--- src/ppk_consts.svh ---
/*
  Constants of the paging panel key logic: key indices, timing figures,
  derived cycle counts, register offsets and reset values.
  Assumes a 100 MHz system clock and a plain register port.
*/
// Notes on behaviour
// - Up to 50 selection keys, count set by model, each with a lamp.
// - Selection key press toggles its area; lamp follows the selection.
// - Default mapping: selection key n picks area n.
// - Every-area key selects all programmed areas; next press clears them.
// - Chime key starts chime to selection; lamp lit meanwhile; halt aborts.
// - In setup, chime key leaves setup back to normal operation.
// - Message key starts stored message; lamp lit meanwhile; halt aborts.
// - In setup, message key decrements the selected parameter value.
// - Announcement lasts only while speak key held; busy lamp steady then.
// - Busy lamp flashes on busy area or preemption; no automatic resume.
// - Power key toggles power; lamp flashes while booting, steady when ready.
// - Power off needs the power key held at least one second.
// - A configuration bit can disable the power key outside setup.
// - In setup, power key selects the previous parameter.
// - Halt aborts alarm or message; second emergency press ends alarm.
// - Stop ends only own events, unless this is the directing console.
// - In setup, halt key increments the selected parameter value.
// - Music key enters assign mode; selection keys assign background music.
// - Halt pressed while music key held enters setup; music lamp flashes.
// - In setup, music key selects the next parameter.
// - Emergency key starts alarm to all areas; alarm lamp lit meanwhile.
// - Status display holds two lines of sixteen characters.
// - Assign mode ends after fifteen seconds or any function key press.
`ifndef PPK_CONSTS_SVH
`define PPK_CONSTS_SVH

// ----------------------------------------------------------------------
// Keys and panel sizes
// ----------------------------------------------------------------------
`define PPK_NUM_SEL 50
`define PPK_NUM_KEYS 58
`define PPK_K_EVERY 50
`define PPK_K_CHIME 51
`define PPK_K_MSG 52
`define PPK_K_SPEAK 53
`define PPK_K_POWER 54
`define PPK_K_HALT 55
`define PPK_K_MUSIC 56
`define PPK_K_EMERG 57
`define PPK_NUM_PARAMS 8
`define PPK_DISP_CHARS 32

// ----------------------------------------------------------------------
// Timing
// ----------------------------------------------------------------------
`define PPK_CLK_HZ 100000000
`define PPK_DEB_MS 5
`define PPK_HOLD_MS 1000
`define PPK_ASSIGN_MS 15000
`define PPK_BLINK_MS 250
`define PPK_DEB_CYC (`PPK_DEB_MS * (`PPK_CLK_HZ / 1000))
`define PPK_HOLD_CYC (`PPK_HOLD_MS * (`PPK_CLK_HZ / 1000))
`define PPK_ASSIGN_CYC (`PPK_ASSIGN_MS * (`PPK_CLK_HZ / 1000))
`define PPK_BLINK_CYC (`PPK_BLINK_MS * (`PPK_CLK_HZ / 1000))

// ----------------------------------------------------------------------
// Register offsets and reset values
// ----------------------------------------------------------------------
`define PPK_REG_CTRL 8'h00
`define PPK_REG_STATUS 8'h04
`define PPK_REG_PARAM 8'h08
`define PPK_REG_SEL_LO 8'h10
`define PPK_REG_SEL_HI 8'h14
`define PPK_REG_MUS_LO 8'h18
`define PPK_REG_MUS_HI 8'h1C
`define PPK_DISP_BASE 3'h4
`define PPK_CTRL_PWR_EN_RST 1'b1
`define PPK_CTRL_DIRECT_RST 1'b0
`define PPK_CTRL_COUNT_RST 6'h32

`endif

--- src/ppk_pkg.sv ---
/*
  Types of the paging panel key logic: modes, key vector, central unit
  request and status bundles, lamp bundle and the block state.
  Assumes ppk_consts.svh is on the include path.
*/
`include "ppk_consts.svh"

package ppk_pkg;

  // Operating modes, one-hot
  typedef enum logic [2:0] {
    PPK_NORMAL = 3'b001,
    PPK_ASSIGN = 3'b010,
    PPK_SETUP = 3'b100
  } ppk_mode_t;

  // Raw key pins; bit order matches the key index constants
  typedef struct packed {
    logic emergency;
    logic music;
    logic halt;
    logic power;
    logic speak;
    logic msg;
    logic chime;
    logic every;
    logic [`PPK_NUM_SEL-1:0] sel;
  } ppk_keys_t;

  // Requests to the central unit
  typedef struct packed {
    logic [`PPK_NUM_SEL-1:0] areas;
    logic [`PPK_NUM_SEL-1:0] music_areas;
    logic speak;
    logic chime_start;
    logic msg_start;
    logic alarm_start;
    logic stop;
    logic stop_any;
    logic power;
  } ppk_cu_req_t;

  // Status reported by the central unit
  typedef struct packed {
    logic [`PPK_NUM_SEL-1:0] area_busy;
    logic preempt;
    logic chime_run;
    logic msg_run;
    logic alarm_run;
    logic ready;
  } ppk_cu_stat_t;

  // Panel indicators
  typedef struct packed {
    logic [`PPK_NUM_SEL-1:0] area;
    logic every;
    logic chime;
    logic msg;
    logic busy;
    logic power;
    logic music;
    logic alarm;
  } ppk_lamps_t;

  // Whole state of the key logic
  typedef struct packed {
    ppk_mode_t mode;
    logic [`PPK_NUM_KEYS-1:0] sync1;
    logic [`PPK_NUM_KEYS-1:0] sync2;
    logic [`PPK_NUM_KEYS-1:0] samp;
    logic [`PPK_NUM_KEYS-1:0] stable;
    logic [`PPK_NUM_KEYS-1:0] stable_d;
    logic [31:0] deb_cnt;
    logic [31:0] blink_cnt;
    logic blink;
    logic [`PPK_NUM_SEL-1:0] sel;
    logic [`PPK_NUM_SEL-1:0] music;
    logic every_on;
    logic power_en;
    logic directing;
    logic [5:0] key_count;
    logic power_on;
    logic [31:0] hold_cnt;
    logic hold_lock;
    logic speak_on;
    logic interrupted;
    logic [2:0] own;
    logic [2:0] run_d;
    logic [31:0] assign_cnt;
    logic [2:0] pidx;
    logic [8*`PPK_NUM_PARAMS-1:0] pval;
    logic [8*`PPK_DISP_CHARS-1:0] disp;
    logic [4:0] scan;
    ppk_cu_req_t req;
    ppk_lamps_t lamps;
    logic [31:0] rdata;
    logic [4:0] disp_addr;
    logic [7:0] disp_char;
  } ppk_state_t;

endpackage : ppk_pkg

--- src/ppk_key_logic.sv ---
/*
  Paging panel key logic: debounces the panel keys, interprets them in
  normal, assign and setup modes, drives the lamps, the display scan and
  the request bundle to the central unit.
  Assumes key pins are asynchronous; central unit status and the register
  port are on the same clock.
*/
`timescale 1ns/1ps
`include "ppk_consts.svh"

module ppk_key_logic #(
  parameter int unsigned DEB_CYC = `PPK_DEB_CYC,
  parameter int unsigned HOLD_CYC = `PPK_HOLD_CYC,
  parameter int unsigned ASSIGN_CYC = `PPK_ASSIGN_CYC,
  parameter int unsigned BLINK_CYC = `PPK_BLINK_CYC
) (
  // Clock and reset
  input wire logic clock,
  input wire logic rst,
  // Panel keys, raw pins
  input wire ppk_pkg::ppk_keys_t keys,
  // Central unit
  input wire ppk_pkg::ppk_cu_stat_t cu_stat,
  output ppk_pkg::ppk_cu_req_t cu_req,
  // Panel lamps and display
  output ppk_pkg::ppk_lamps_t lamps,
  output logic [4:0] disp_addr,
  output logic [7:0] disp_char,
  // Register port
  input wire logic [7:0] reg_addr,
  input wire logic [31:0] reg_wdata,
  input wire logic reg_wr,
  input wire logic reg_rd,
  output logic [31:0] reg_rdata
);
  import ppk_pkg::*;

  // ----------------------------------------------------------------------
  // Helpers
  // ----------------------------------------------------------------------

  // Areas that exist on this model: keys at or above the count are absent
  function automatic logic [`PPK_NUM_SEL-1:0] area_mask(
    input logic [5:0] cnt
  );
    logic [`PPK_NUM_SEL-1:0] m;
    m = '0;
    for (int i = 0; i < `PPK_NUM_SEL; i++)
    begin
      m[i] = (6'(i) < cnt);
    end
    return m;
  endfunction

  ppk_state_t r;
  ppk_state_t n;
  logic [`PPK_NUM_KEYS-1:0] press;
  logic [`PPK_NUM_KEYS-1:0] held;
  logic [`PPK_NUM_SEL-1:0] mask;
  logic fn_press;
  logic stop_ok;

  // ----------------------------------------------------------------------
  // Next-state logic
  // ----------------------------------------------------------------------

  // All decisions work on debounced levels and one-cycle press edges
  always_comb
  begin
    n = r;
    held = r.stable;
    press = r.stable & ~r.stable_d;
    mask = area_mask(r.key_count);
    fn_press = |press[`PPK_K_EMERG:`PPK_K_EVERY];
    stop_ok = r.directing | (|r.own);

    // Pulses last a single cycle
    n.req.chime_start = 1'b0;
    n.req.msg_start = 1'b0;
    n.req.alarm_start = 1'b0;
    n.req.stop = 1'b0;
    n.rdata = 32'h0;

    // Two-stage synchroniser; only sync2 is looked at
    n.sync1 = keys;
    n.sync2 = r.sync1;
    n.stable_d = r.stable;

    if (r.deb_cnt >= DEB_CYC - 1)
    begin
      // A level counts once two samples one tick apart agree
      n.deb_cnt = 32'h0;
      n.samp = r.sync2;
      n.stable = (r.stable & (r.samp ^ r.sync2)) |
                 (r.sync2 & ~(r.samp ^ r.sync2));
    end
    else
    begin
      n.deb_cnt = r.deb_cnt + 32'h1;
    end

    // Shared flash clock for all blinking lamps
    if (r.blink_cnt >= BLINK_CYC - 1)
    begin
      n.blink_cnt = 32'h0;
      n.blink = ~r.blink;
    end
    else
    begin
      n.blink_cnt = r.blink_cnt + 32'h1;
    end

    // Own-event tracking ends when the central unit drops the event
    n.run_d = {cu_stat.alarm_run, cu_stat.msg_run, cu_stat.chime_run};
    n.own = r.own & ~(r.run_d & ~n.run_d);

    // Display scan walks the two lines of sixteen characters
    // display
    n.scan = r.scan + 5'h1;
    n.disp_addr = r.scan;
    n.disp_char = r.disp[{r.scan, 3'b000} +: 8];

    case (r.mode)
      PPK_SETUP:
      begin
        if (press[`PPK_K_CHIME])
          n.mode = PPK_NORMAL;
        if (press[`PPK_K_MSG])
          n.pval[{r.pidx, 3'b000} +: 8] = r.pval[{r.pidx, 3'b000} +: 8] -
                                          8'h01;
        if (press[`PPK_K_HALT])
          n.pval[{r.pidx, 3'b000} +: 8] = r.pval[{r.pidx, 3'b000} +: 8] +
                                          8'h01;
        if (press[`PPK_K_POWER])
          n.pidx = r.pidx - 3'h1;
        if (press[`PPK_K_MUSIC])
          n.pidx = r.pidx + 3'h1;
      end
      PPK_ASSIGN:
      begin
        n.assign_cnt = r.assign_cnt + 32'h1;
        if (press[`PPK_K_HALT] && held[`PPK_K_MUSIC])
          n.mode = PPK_SETUP;
        else if (fn_press || r.assign_cnt >= ASSIGN_CYC - 1)
          n.mode = PPK_NORMAL;
        n.music = r.music ^ (press[`PPK_NUM_SEL-1:0] & mask);
      end
      PPK_NORMAL:
      begin
        if (press[`PPK_K_HALT] && held[`PPK_K_MUSIC])
          n.mode = PPK_SETUP;
        else if (press[`PPK_K_MUSIC])
        begin
          n.mode = PPK_ASSIGN;
          n.assign_cnt = 32'h0;
        end
        // toggle selection; absent keys ignored; key n area n
        n.sel = r.sel ^ (press[`PPK_NUM_SEL-1:0] & mask);
        if (press[`PPK_K_EVERY])
        begin
          n.every_on = ~r.every_on;
          n.sel = r.every_on ? '0 : mask;
        end
        if (press[`PPK_K_CHIME] && |r.sel)
        begin
          n.req.chime_start = 1'b1;
          n.own[0] = 1'b1;
        end
        if (press[`PPK_K_MSG] && |r.sel)
        begin
          n.req.msg_start = 1'b1;
          n.own[1] = 1'b1;
        end
        if (press[`PPK_K_HALT] && !held[`PPK_K_MUSIC] && stop_ok)
        begin
          n.req.stop = 1'b1;
          n.own = 3'b000;
        end
      end
      default:
        n.mode = PPK_NORMAL;
    endcase

    // alarm start; second press ends it
    if (press[`PPK_K_EMERG])
    begin
      if (cu_stat.alarm_run && (r.own[2] || r.directing))
      begin
        n.req.stop = 1'b1;
        n.own[2] = 1'b0;
      end
      else if (!cu_stat.alarm_run)
      begin
        n.req.alarm_start = 1'b1;
        n.own[2] = 1'b1;
      end
    end

    // speak while held; no resume after preemption
    if (!held[`PPK_K_SPEAK])
    begin
      n.speak_on = 1'b0;
      n.interrupted = 1'b0;
    end
    else if (r.speak_on && cu_stat.preempt)
    begin
      n.speak_on = 1'b0;
      n.interrupted = 1'b1;
    end
    else if (press[`PPK_K_SPEAK] && r.mode != PPK_SETUP && |r.sel &&
             !(|(r.sel & cu_stat.area_busy)))
    begin
      n.speak_on = 1'b1;
    end

    // power key disable; toggle on; one second hold to turn off
    if (!held[`PPK_K_POWER])
    begin
      n.hold_cnt = 32'h0;
      n.hold_lock = 1'b0;
    end
    else if (r.mode != PPK_SETUP && r.power_en)
    begin
      if (press[`PPK_K_POWER] && !r.power_on)
      begin
        // The press that powers up must not also power down
        n.power_on = 1'b1;
        n.hold_lock = 1'b1;
      end
      else if (r.power_on && !r.hold_lock)
      begin
        n.hold_cnt = r.hold_cnt + 32'h1;
        if (r.hold_cnt >= HOLD_CYC - 1)
        begin
          n.power_on = 1'b0;
          n.hold_lock = 1'b1;
        end
      end
    end

    // Register writes
    if (reg_wr)
    begin
      case (reg_addr)
        `PPK_REG_CTRL:
        begin
          n.power_en = reg_wdata[0];
          n.directing = reg_wdata[1];
          n.key_count = (reg_wdata[13:8] > 6'(`PPK_NUM_SEL)) ?
                        6'(`PPK_NUM_SEL) : reg_wdata[13:8];
        end
        `PPK_REG_PARAM:
        begin
          n.pidx = reg_wdata[10:8];
          n.pval[{reg_wdata[10:8], 3'b000} +: 8] = reg_wdata[7:0];
        end
        default:
        begin
          if (reg_addr[7:5] == `PPK_DISP_BASE)
            n.disp[{reg_addr[4:0], 3'b000} +: 8] = reg_wdata[7:0];
        end
      endcase
    end

    // Register reads, answered in the following cycle only
    if (reg_rd)
    begin
      case (reg_addr)
        `PPK_REG_CTRL:
          n.rdata = {18'h0, r.key_count, 6'h0, r.directing, r.power_en};
        `PPK_REG_STATUS:
          n.rdata = {13'h0, r.pidx, r.own, r.interrupted, r.speak_on,
                     r.power_on, r.every_on, 6'h0, r.mode};
        `PPK_REG_PARAM:
          n.rdata = {21'h0, r.pidx, r.pval[{r.pidx, 3'b000} +: 8]};
        `PPK_REG_SEL_LO:
          n.rdata = r.sel[31:0];
        `PPK_REG_SEL_HI:
          n.rdata = {14'h0, r.sel[`PPK_NUM_SEL-1:32]};
        `PPK_REG_MUS_LO:
          n.rdata = r.music[31:0];
        `PPK_REG_MUS_HI:
          n.rdata = {14'h0, r.music[`PPK_NUM_SEL-1:32]};
        default:
        begin
          if (reg_addr[7:5] == `PPK_DISP_BASE)
            n.rdata = {24'h0, r.disp[{reg_addr[4:0], 3'b000} +: 8]};
        end
      endcase
    end

    // Requests that stand as levels
    n.req.areas = r.sel;
    n.req.music_areas = r.music;
    n.req.speak = r.speak_on;
    n.req.power = r.power_on;
    n.req.stop_any = r.directing;

    // Area lamps show the music pattern while assigning
    n.lamps.area = (r.mode == PPK_ASSIGN) ? r.music : r.sel;
    n.lamps.every = r.every_on;
    n.lamps.chime = cu_stat.chime_run;
    n.lamps.msg = cu_stat.msg_run;
    n.lamps.alarm = cu_stat.alarm_run;
    n.lamps.busy = r.speak_on | ((r.interrupted |
                   (|(r.sel & cu_stat.area_busy))) & r.blink);
    n.lamps.power = r.power_on & (cu_stat.ready | r.blink);
    n.lamps.music = (r.mode == PPK_ASSIGN) |
                    ((r.mode == PPK_SETUP) & r.blink);
  end

  // ----------------------------------------------------------------------
  // State register
  // ----------------------------------------------------------------------

  // Synchronous reset; every field takes a constant
  always_ff @(posedge clock)
  begin
    if (rst)
    begin
      r <= '0;
      r.mode <= PPK_NORMAL;
      r.power_en <= `PPK_CTRL_PWR_EN_RST;
      r.directing <= `PPK_CTRL_DIRECT_RST;
      r.key_count <= `PPK_CTRL_COUNT_RST;
      r.disp <= {`PPK_DISP_CHARS{8'h20}};
    end
    else
    begin
      r <= n;
    end
  end

  // ----------------------------------------------------------------------
  // Outputs, straight from the state register
  // ----------------------------------------------------------------------
  assign cu_req = r.req;
  assign lamps = r.lamps;
  assign disp_addr = r.disp_addr;
  assign disp_char = r.disp_char;
  assign reg_rdata = r.rdata;

endmodule // ppk_key_logic

--- config.mk ---
export PLATFORM = sky130hd
export DESIGN_NAME = ppk_key_logic
export DESIGN_NICKNAME = d
export VERILOG_FILES = /design/src/ppk_pkg.sv /design/src/ppk_key_logic.sv
export VERILOG_INCLUDE_DIRS = /design/src
export SDC_FILE = /design/constraint.sdc
export NUM_CORES = 2
export LEC_CHECK = 0
export BUFFER_PORTS_ARGS = -buffer_cell sky130_fd_sc_hd__buf_2
export CORE_MARGIN = 3
export CORE_UTILIZATION = 30
export CTS_BUF_LIST = sky130_fd_sc_hd__clkbuf_4 sky130_fd_sc_hd__clkbuf_8 sky130_fd_sc_hd__clkbuf_16
export CTS_CLUSTER_SIZE = 20
export DETAILED_ROUTE_END_ITERATION = 10
export GPL_ROUTABILITY_DRIVEN = 0
export GPL_TIMING_DRIVEN = 0
export PLACE_DENSITY = 0.57
export SLEW_MARGIN = 20
export SYNTH_ARGS = -nofsm -noshare
export SYNTH_HDL_FRONTEND = slang
export SYNTH_SLANG_ARGS = --single-unit
--- constraint.sdc ---
create_clock -name clock -period 6.4 [get_ports clock]
set_input_delay 1.28 -clock clock [delete_from_list [all_inputs] [get_ports clock]]
set_output_delay 1.28 -clock clock [all_outputs]
set_load 0.03 [all_outputs]
; ---- Word level (Yosys, flattened, before mapping)
; Index checks and enable logic that the tools add are counted.
[totals]
out_inout_bits = 209
ff_bits = 1078
word_cells = 264
[classes]
n_reduce_logical = 44
bitwise = 32
eq_ne = 16
order_cmp = 55
add_sub_neg = 12
n_shift = 10
mux = 48
[ops]
columns = op, count
row1 = 256-bit two-way mux, 2
row2 = 256-bit by 9-bit indexed part select with 8-bit output, 2
row3 = 323-bit two-way mux, 1
row4 = 256-bit bitwise mux, 1
row5 = 8-bit by 10-bit variable shift with 256-bit output (first input constant), 1
row6 = 8-bit by 10-bit indexed part select with 256-bit output, 1
row7 = 32-bit one-hot mux with 7 select lines, 1
row8 = 64-bit bitwise mux, 3
row9 = 64-bit two-way mux, 3
row10 = 8-bit by 8-bit indexed part select with 64-bit output, 3
row11 = 58-bit AND, 3
row12 = 50-bit two-way mux, 3
row13 = 67-bit two-way mux, 2
row14 = 32-bit by 1-bit adder with 32-bit output (second input constant), 4
row15 = 8-bit by 8-bit variable shift with 64-bit output (first input constant), 2
row16 = 58-bit NOT, 2
row17 = 6-bit less-than comparator (first input constant), 18
row18 = 50-bit AND, 2
row19 = 50-bit OR reduction, 2
row20 = 50-bit bitwise XOR, 2
row21 = 5-bit by 6-bit less-than comparator with 1-bit output (first input constant), 16
row22 = 32-bit two-way mux, 2
row23 = 32-bit one-hot mux with 2 select lines, 1
row24 = 64-bit by 7-bit indexed part select with 8-bit output, 1
row25 = other kinds (48), 139

; ---- Longest topological paths before layout
[logic_depth]
depth_word = 12
mapped_depth = 14
mapped_depth_nobuf = 10

; ---- Worst setup path before layout
; Ideal clock, no wire load.
[synth_path]
path_type = in2reg
startpoint = input reg_addr[0]
endpoint = register (tool-made name)
arrival_time_ps = 4078
t_required_ps = 6271
setup_slack_ps = 2193
path_stages = 12
path_cell_list = clkbuf_1 > clkbuf_1 > inv_1 > ha_1 > clkbuf_1 > nor3b_1 > xnor2_1 > nor2b_1 > clkbuf_1 > nand4_1 > mux2i_1 > nand2_1
[synth_lines]
columns = item, line
row1 = start: declaration, ppk_key_logic.sv:30  ; input wire logic [7:0] reg_addr,

; ---- Worst setup path after layout
[layout_path]
startpoint = input reg_addr[1]
endpoint = register r, in the netlist reg_rdata[1]
[layout_via]
elab_chain_len = 3
word_cells_on_any_way = 10
cone_classes = eq/ne: 6 / shift: 1 / mux: 2 / reduce/logical: 1
[layout_rtl]
columns = item, line
row1 = 256-bit by 9-bit indexed part select with 8-bit output, ppk_key_logic.sv:287  ; n.rdata = {24'h0, r.disp[{reg_addr[4:0], 3'b000} +: 8]};
row2 = 8-bit two-way mux, ppk_key_logic.sv:286  ; if (reg_addr[7:5] == `PPK_DISP_BASE)
row3 = 32-bit one-hot mux with 7 select lines *, ppk_key_logic.sv:268  ; case (reg_addr)
row4 = end signal: assignment, ppk_key_logic.sv:330  ; r <= n;
row5 = end: declaration, ppk_key_logic.sv:55  ; ppk_state_t r;
; Every way passes the cells marked *; elsewhere a longest branch is shown, timed or not.
; A chain may end at the register's enable or synchronous reset.

==> flow_summary.json <==
{
  "seq_area_mm2": 0.0215,
  "nets": 5946,
  "clock_sinks": 1075,
  "grt_pass1_vias": 42600,
  "cts.clk_slew.worst_paths_ps": 60,
  "worst_pin_slew_ps": 1360,
  "overflow": 0,
  "final_cells": 8034,
  "syn_area_mm2": 0.0483,
  "grtUsageTotal": 0.245,
  "hold-path-endpoint": "r[999]",
  "pin_count": 366,
  "cp_slowest_stage_delay_ps": 960,
  "synthCells": 5289,
  "worstPathRequired_ps": 6970,
  "core_mm2": 0.159,
  "grt_max_degree": 21,
  "ys_seq_area_frac": 0.446,
  "finalCritPeriodShare": 0.891,
  "synth.distinct_cells": 93,
  "clock_latency_ps": 810,
  "fmax_mhz": 175,
  "rrSetupSlack_ps": 1940,
  "fillCellCount": 16100,
  "dr.first_iter.drc_count": 6289,
  "path_max_fanout": 10,
  "cap_viol_max_count": 0,
  "antenna_found_initial": 32,
  "cts.repair.resized": 0,
  "yosysWarningCount": 0,
  "clock_skew_ps": 88.2,
  "numCtsBuffers": 115,
  "cts_buffer_depth": 3,
  "vias": 45100,
  "area_growth_pct": 18.3,
  "yosys_register_bits": 1075,
  "r2r_cells": 13,
  "cts_tree": "built",
  "die_h_um": 407,
  "drc": 0,
  "status": "finished, final reports clean",
  "r2r-start": "r[536]",
  "power.density_mw_per_mm2": 268,
  "critical_path.cell_chain": "buf_2 -> buf_1 -> clkbuf_1 -> inv_1 -> ha_1 -> clkbuf_1 -> nor4b_2 -> nand2_1 -> nor3_1 -> a22o_1 -> a221oi_1 -> and3_1 -> o22ai_1",
  "die_w_um": 407,
  "reg2reg_to": "r[511]",
  "start_kind": "input port",
  "end_kind": "flop",
  "post_cts.repair.setup_buffers": 0,
  "final_layout_size_suffix_gt1_frac": 0.179,
  "cp_common_cell": "clkbuf_1",
  "worstHoldStart": "n[999]",
  "setup_viol": 0,
  "cts_hold_buffers": 0,
  "worstPathArrival_ps": 6270,
  "root_buffer": "clkbuf_16",
  "async_flop_share": 0,
  "ant_nets": 0,
  "criticalPathCategory": "input port to flop",
  "tns_ps": 0,
  "hpwl_um": 161000,
  "initial_core_util": 0.303,
  "io_buffers": 343,
  "die_area_mm2": 0.166,
  "grt_pass1_wl_um": 297000,
  "slew_viol_final": 0,
  "synth_edf_count": 0,
  "final.min_clock_period_ps": 5700,
  "multiInputGateArea_mm2": 0.0235,
  "cp_slowest_cell": "nor3_1",
  "worstHoldPathType": "flop to flop",
  "vias_per_cell": 5.62,
  "holdPathStages": 1,
  "wl_um": 210000,
  "synth-main-ff-cell": "dfxtp_1",
  "rsz0062_at_grt": "no",
  "dp.cells": 7797,
  "rows": 146,
  "max-vdd-ir-drop_v": 0.000240,
  "cts_max_level": 3,
  "p_leak_nw": 21.3,
  "wl_per_cell_um": 26.2,
  "final-hold-violation-count": 0,
  "max_slew_margin": 0.0817,
  "avgSynthCellArea_um2": 9.12,
  "drtPass1Iterations": 9
}
## kinds of logic after synthesis
logic type                 share of synthesized area
muxes                                          0.113
other                                      0.0000777
AOI/OAI and AO/OA                              0.145
adders and majority gates                    0.00519
and+or+nand+nor                                0.198
xor gates and xnor gates                      0.0236
DFF                                            0.446
buffers and inverters                         0.0697
## final cells by class
cell class	count	share of cell area
Clock buffer	160	0.0591
Sequential cell	1075	0.377
Antenna cell	18	0.000789
Timing Repair Buffer	344	0.0303
Multi-Input combinational cell	3558	0.411
Inverter	97	0.00638
Buffer	578	0.0529
Clock inverter	58	0.0152
Tap cell	2146	0.0470
## critical path, delay by kind of cell
kind | cells | cell delay (ps)
compound gates | 3 | 1060
simple gates | 4 | 2210
fa+ha+maj | 1 | 170
buf+inv | 5 | 1540
## layer usage
| metal | GRT usage | wire, µm |
|---|---|---|
| met5 | 0 | 141 |
| met2 | 0.361 | 87000 |
| met3 | 0.0925 | 28800 |
| met1 | 0.296 | 77500 |
| met4 | 0.166 | 17000 |
## cell usage in the layout, fill, tap and decap left out, drive strengths merged, types with 22 or more instances in the layout
cell / netlist / final
nor3: 187 / 187
o21ai: 238 / 238
mux4: 172 / 172
o22ai: 30 / 30
or3: 72 / 72
o22a: 53 / 53
nand2: 441 / 441
mux2i: 141 / 141
nand3: 147 / 147
buf: 255 / 597
a22oi: 102 / 102
nand4: 43 / 43
dfxtp: 1075 / 1075
nor2: 581 / 581
and3: 40 / 40
nor4: 41 / 41
o32ai: 37 / 37
o211ai: 42 / 42
clkbuf: 323 / 485
xnor2: 60 / 60
a211oi: 22 / 22
nor2b: 305 / 305
a21oi: 323 / 323
and2: 22 / 22
a31oi: 84 / 84
nand2b: 25 / 25
inv: 97 / 99
a221oi: 35 / 35
xor2: 69 / 69
clkinv: 0 / 34
## worst max path at each step
stage | from | to | slack [ps] | cells after the start
finish | reg_addr[1] | reg_rdata[1] | 700 | 13
floorplan | reg_addr[0] | flop | 2190 | 12
global route | reg_addr[1] | reg_rdata[1] | 640 | 13
detailed placement | reg_addr[1] | reg_rdata[11] | 370 | 12
CTS | reg_addr[1] | reg_rdata[1] | 1160 | 13
global placement | reg_addr[1] | reg_rdata[11] | 80 | 12
## Yosys cell counts, drive strengths merged (14+ instances only)
cell type     n  area share
a211oi       22      0.0034
clkbuf      323       0.025
a221oi       35      0.0065
o211ai       42      0.0065
or3          72      0.0093
o22ai        30      0.0039
nand2b       25      0.0032
a22oi       102       0.016
and3         40      0.0052
o22a         53      0.0096
or3b         18      0.0033
xnor2        60       0.011
mux2i       141       0.030
xor2         69       0.013
a31oi        84       0.011
o32ai        37      0.0067
mux4        172       0.080
a21o         19      0.0030
a21oi       323       0.033
nor2        581       0.045
nor2b       305       0.040
dfxtp      1075        0.45
and2         22      0.0029
inv          97      0.0075
o21ai       238       0.025
ha           20      0.0052
nor3        187       0.020
nand3       147       0.015
nand4        43      0.0056
nand2       441       0.034
nor4         41      0.0059
o31ai        14      0.0022
buf         255       0.037
## where the power goes
part	total, mW	internal (mW)	switching (mW)
sequential	6.84	6.77	0.0690
combinational	1.12	0.267	0.855
clock	7.31	4.29	3.02
## through the flow
stage / utilization / hold WS (ps) / worst slack (ps) / instance area, µm² / power, mW
floorplan: - / 408 / 2190 / 48300 / 7.55
global placement: 0.331 / 421 / 75.6 / 52700 / 8.04
detailed placement: 0.332 / 427 / 373 / 52800 / 8.06
CTS: 0.358 / 376 / 1160 / 57000 / 15.3
global route: 0.358 / 391 / 637 / 57000 / 15.7
finish: 0.359 / 375 / 700 / 57100 / 15.3
Power figures use the tool's default switching activity.
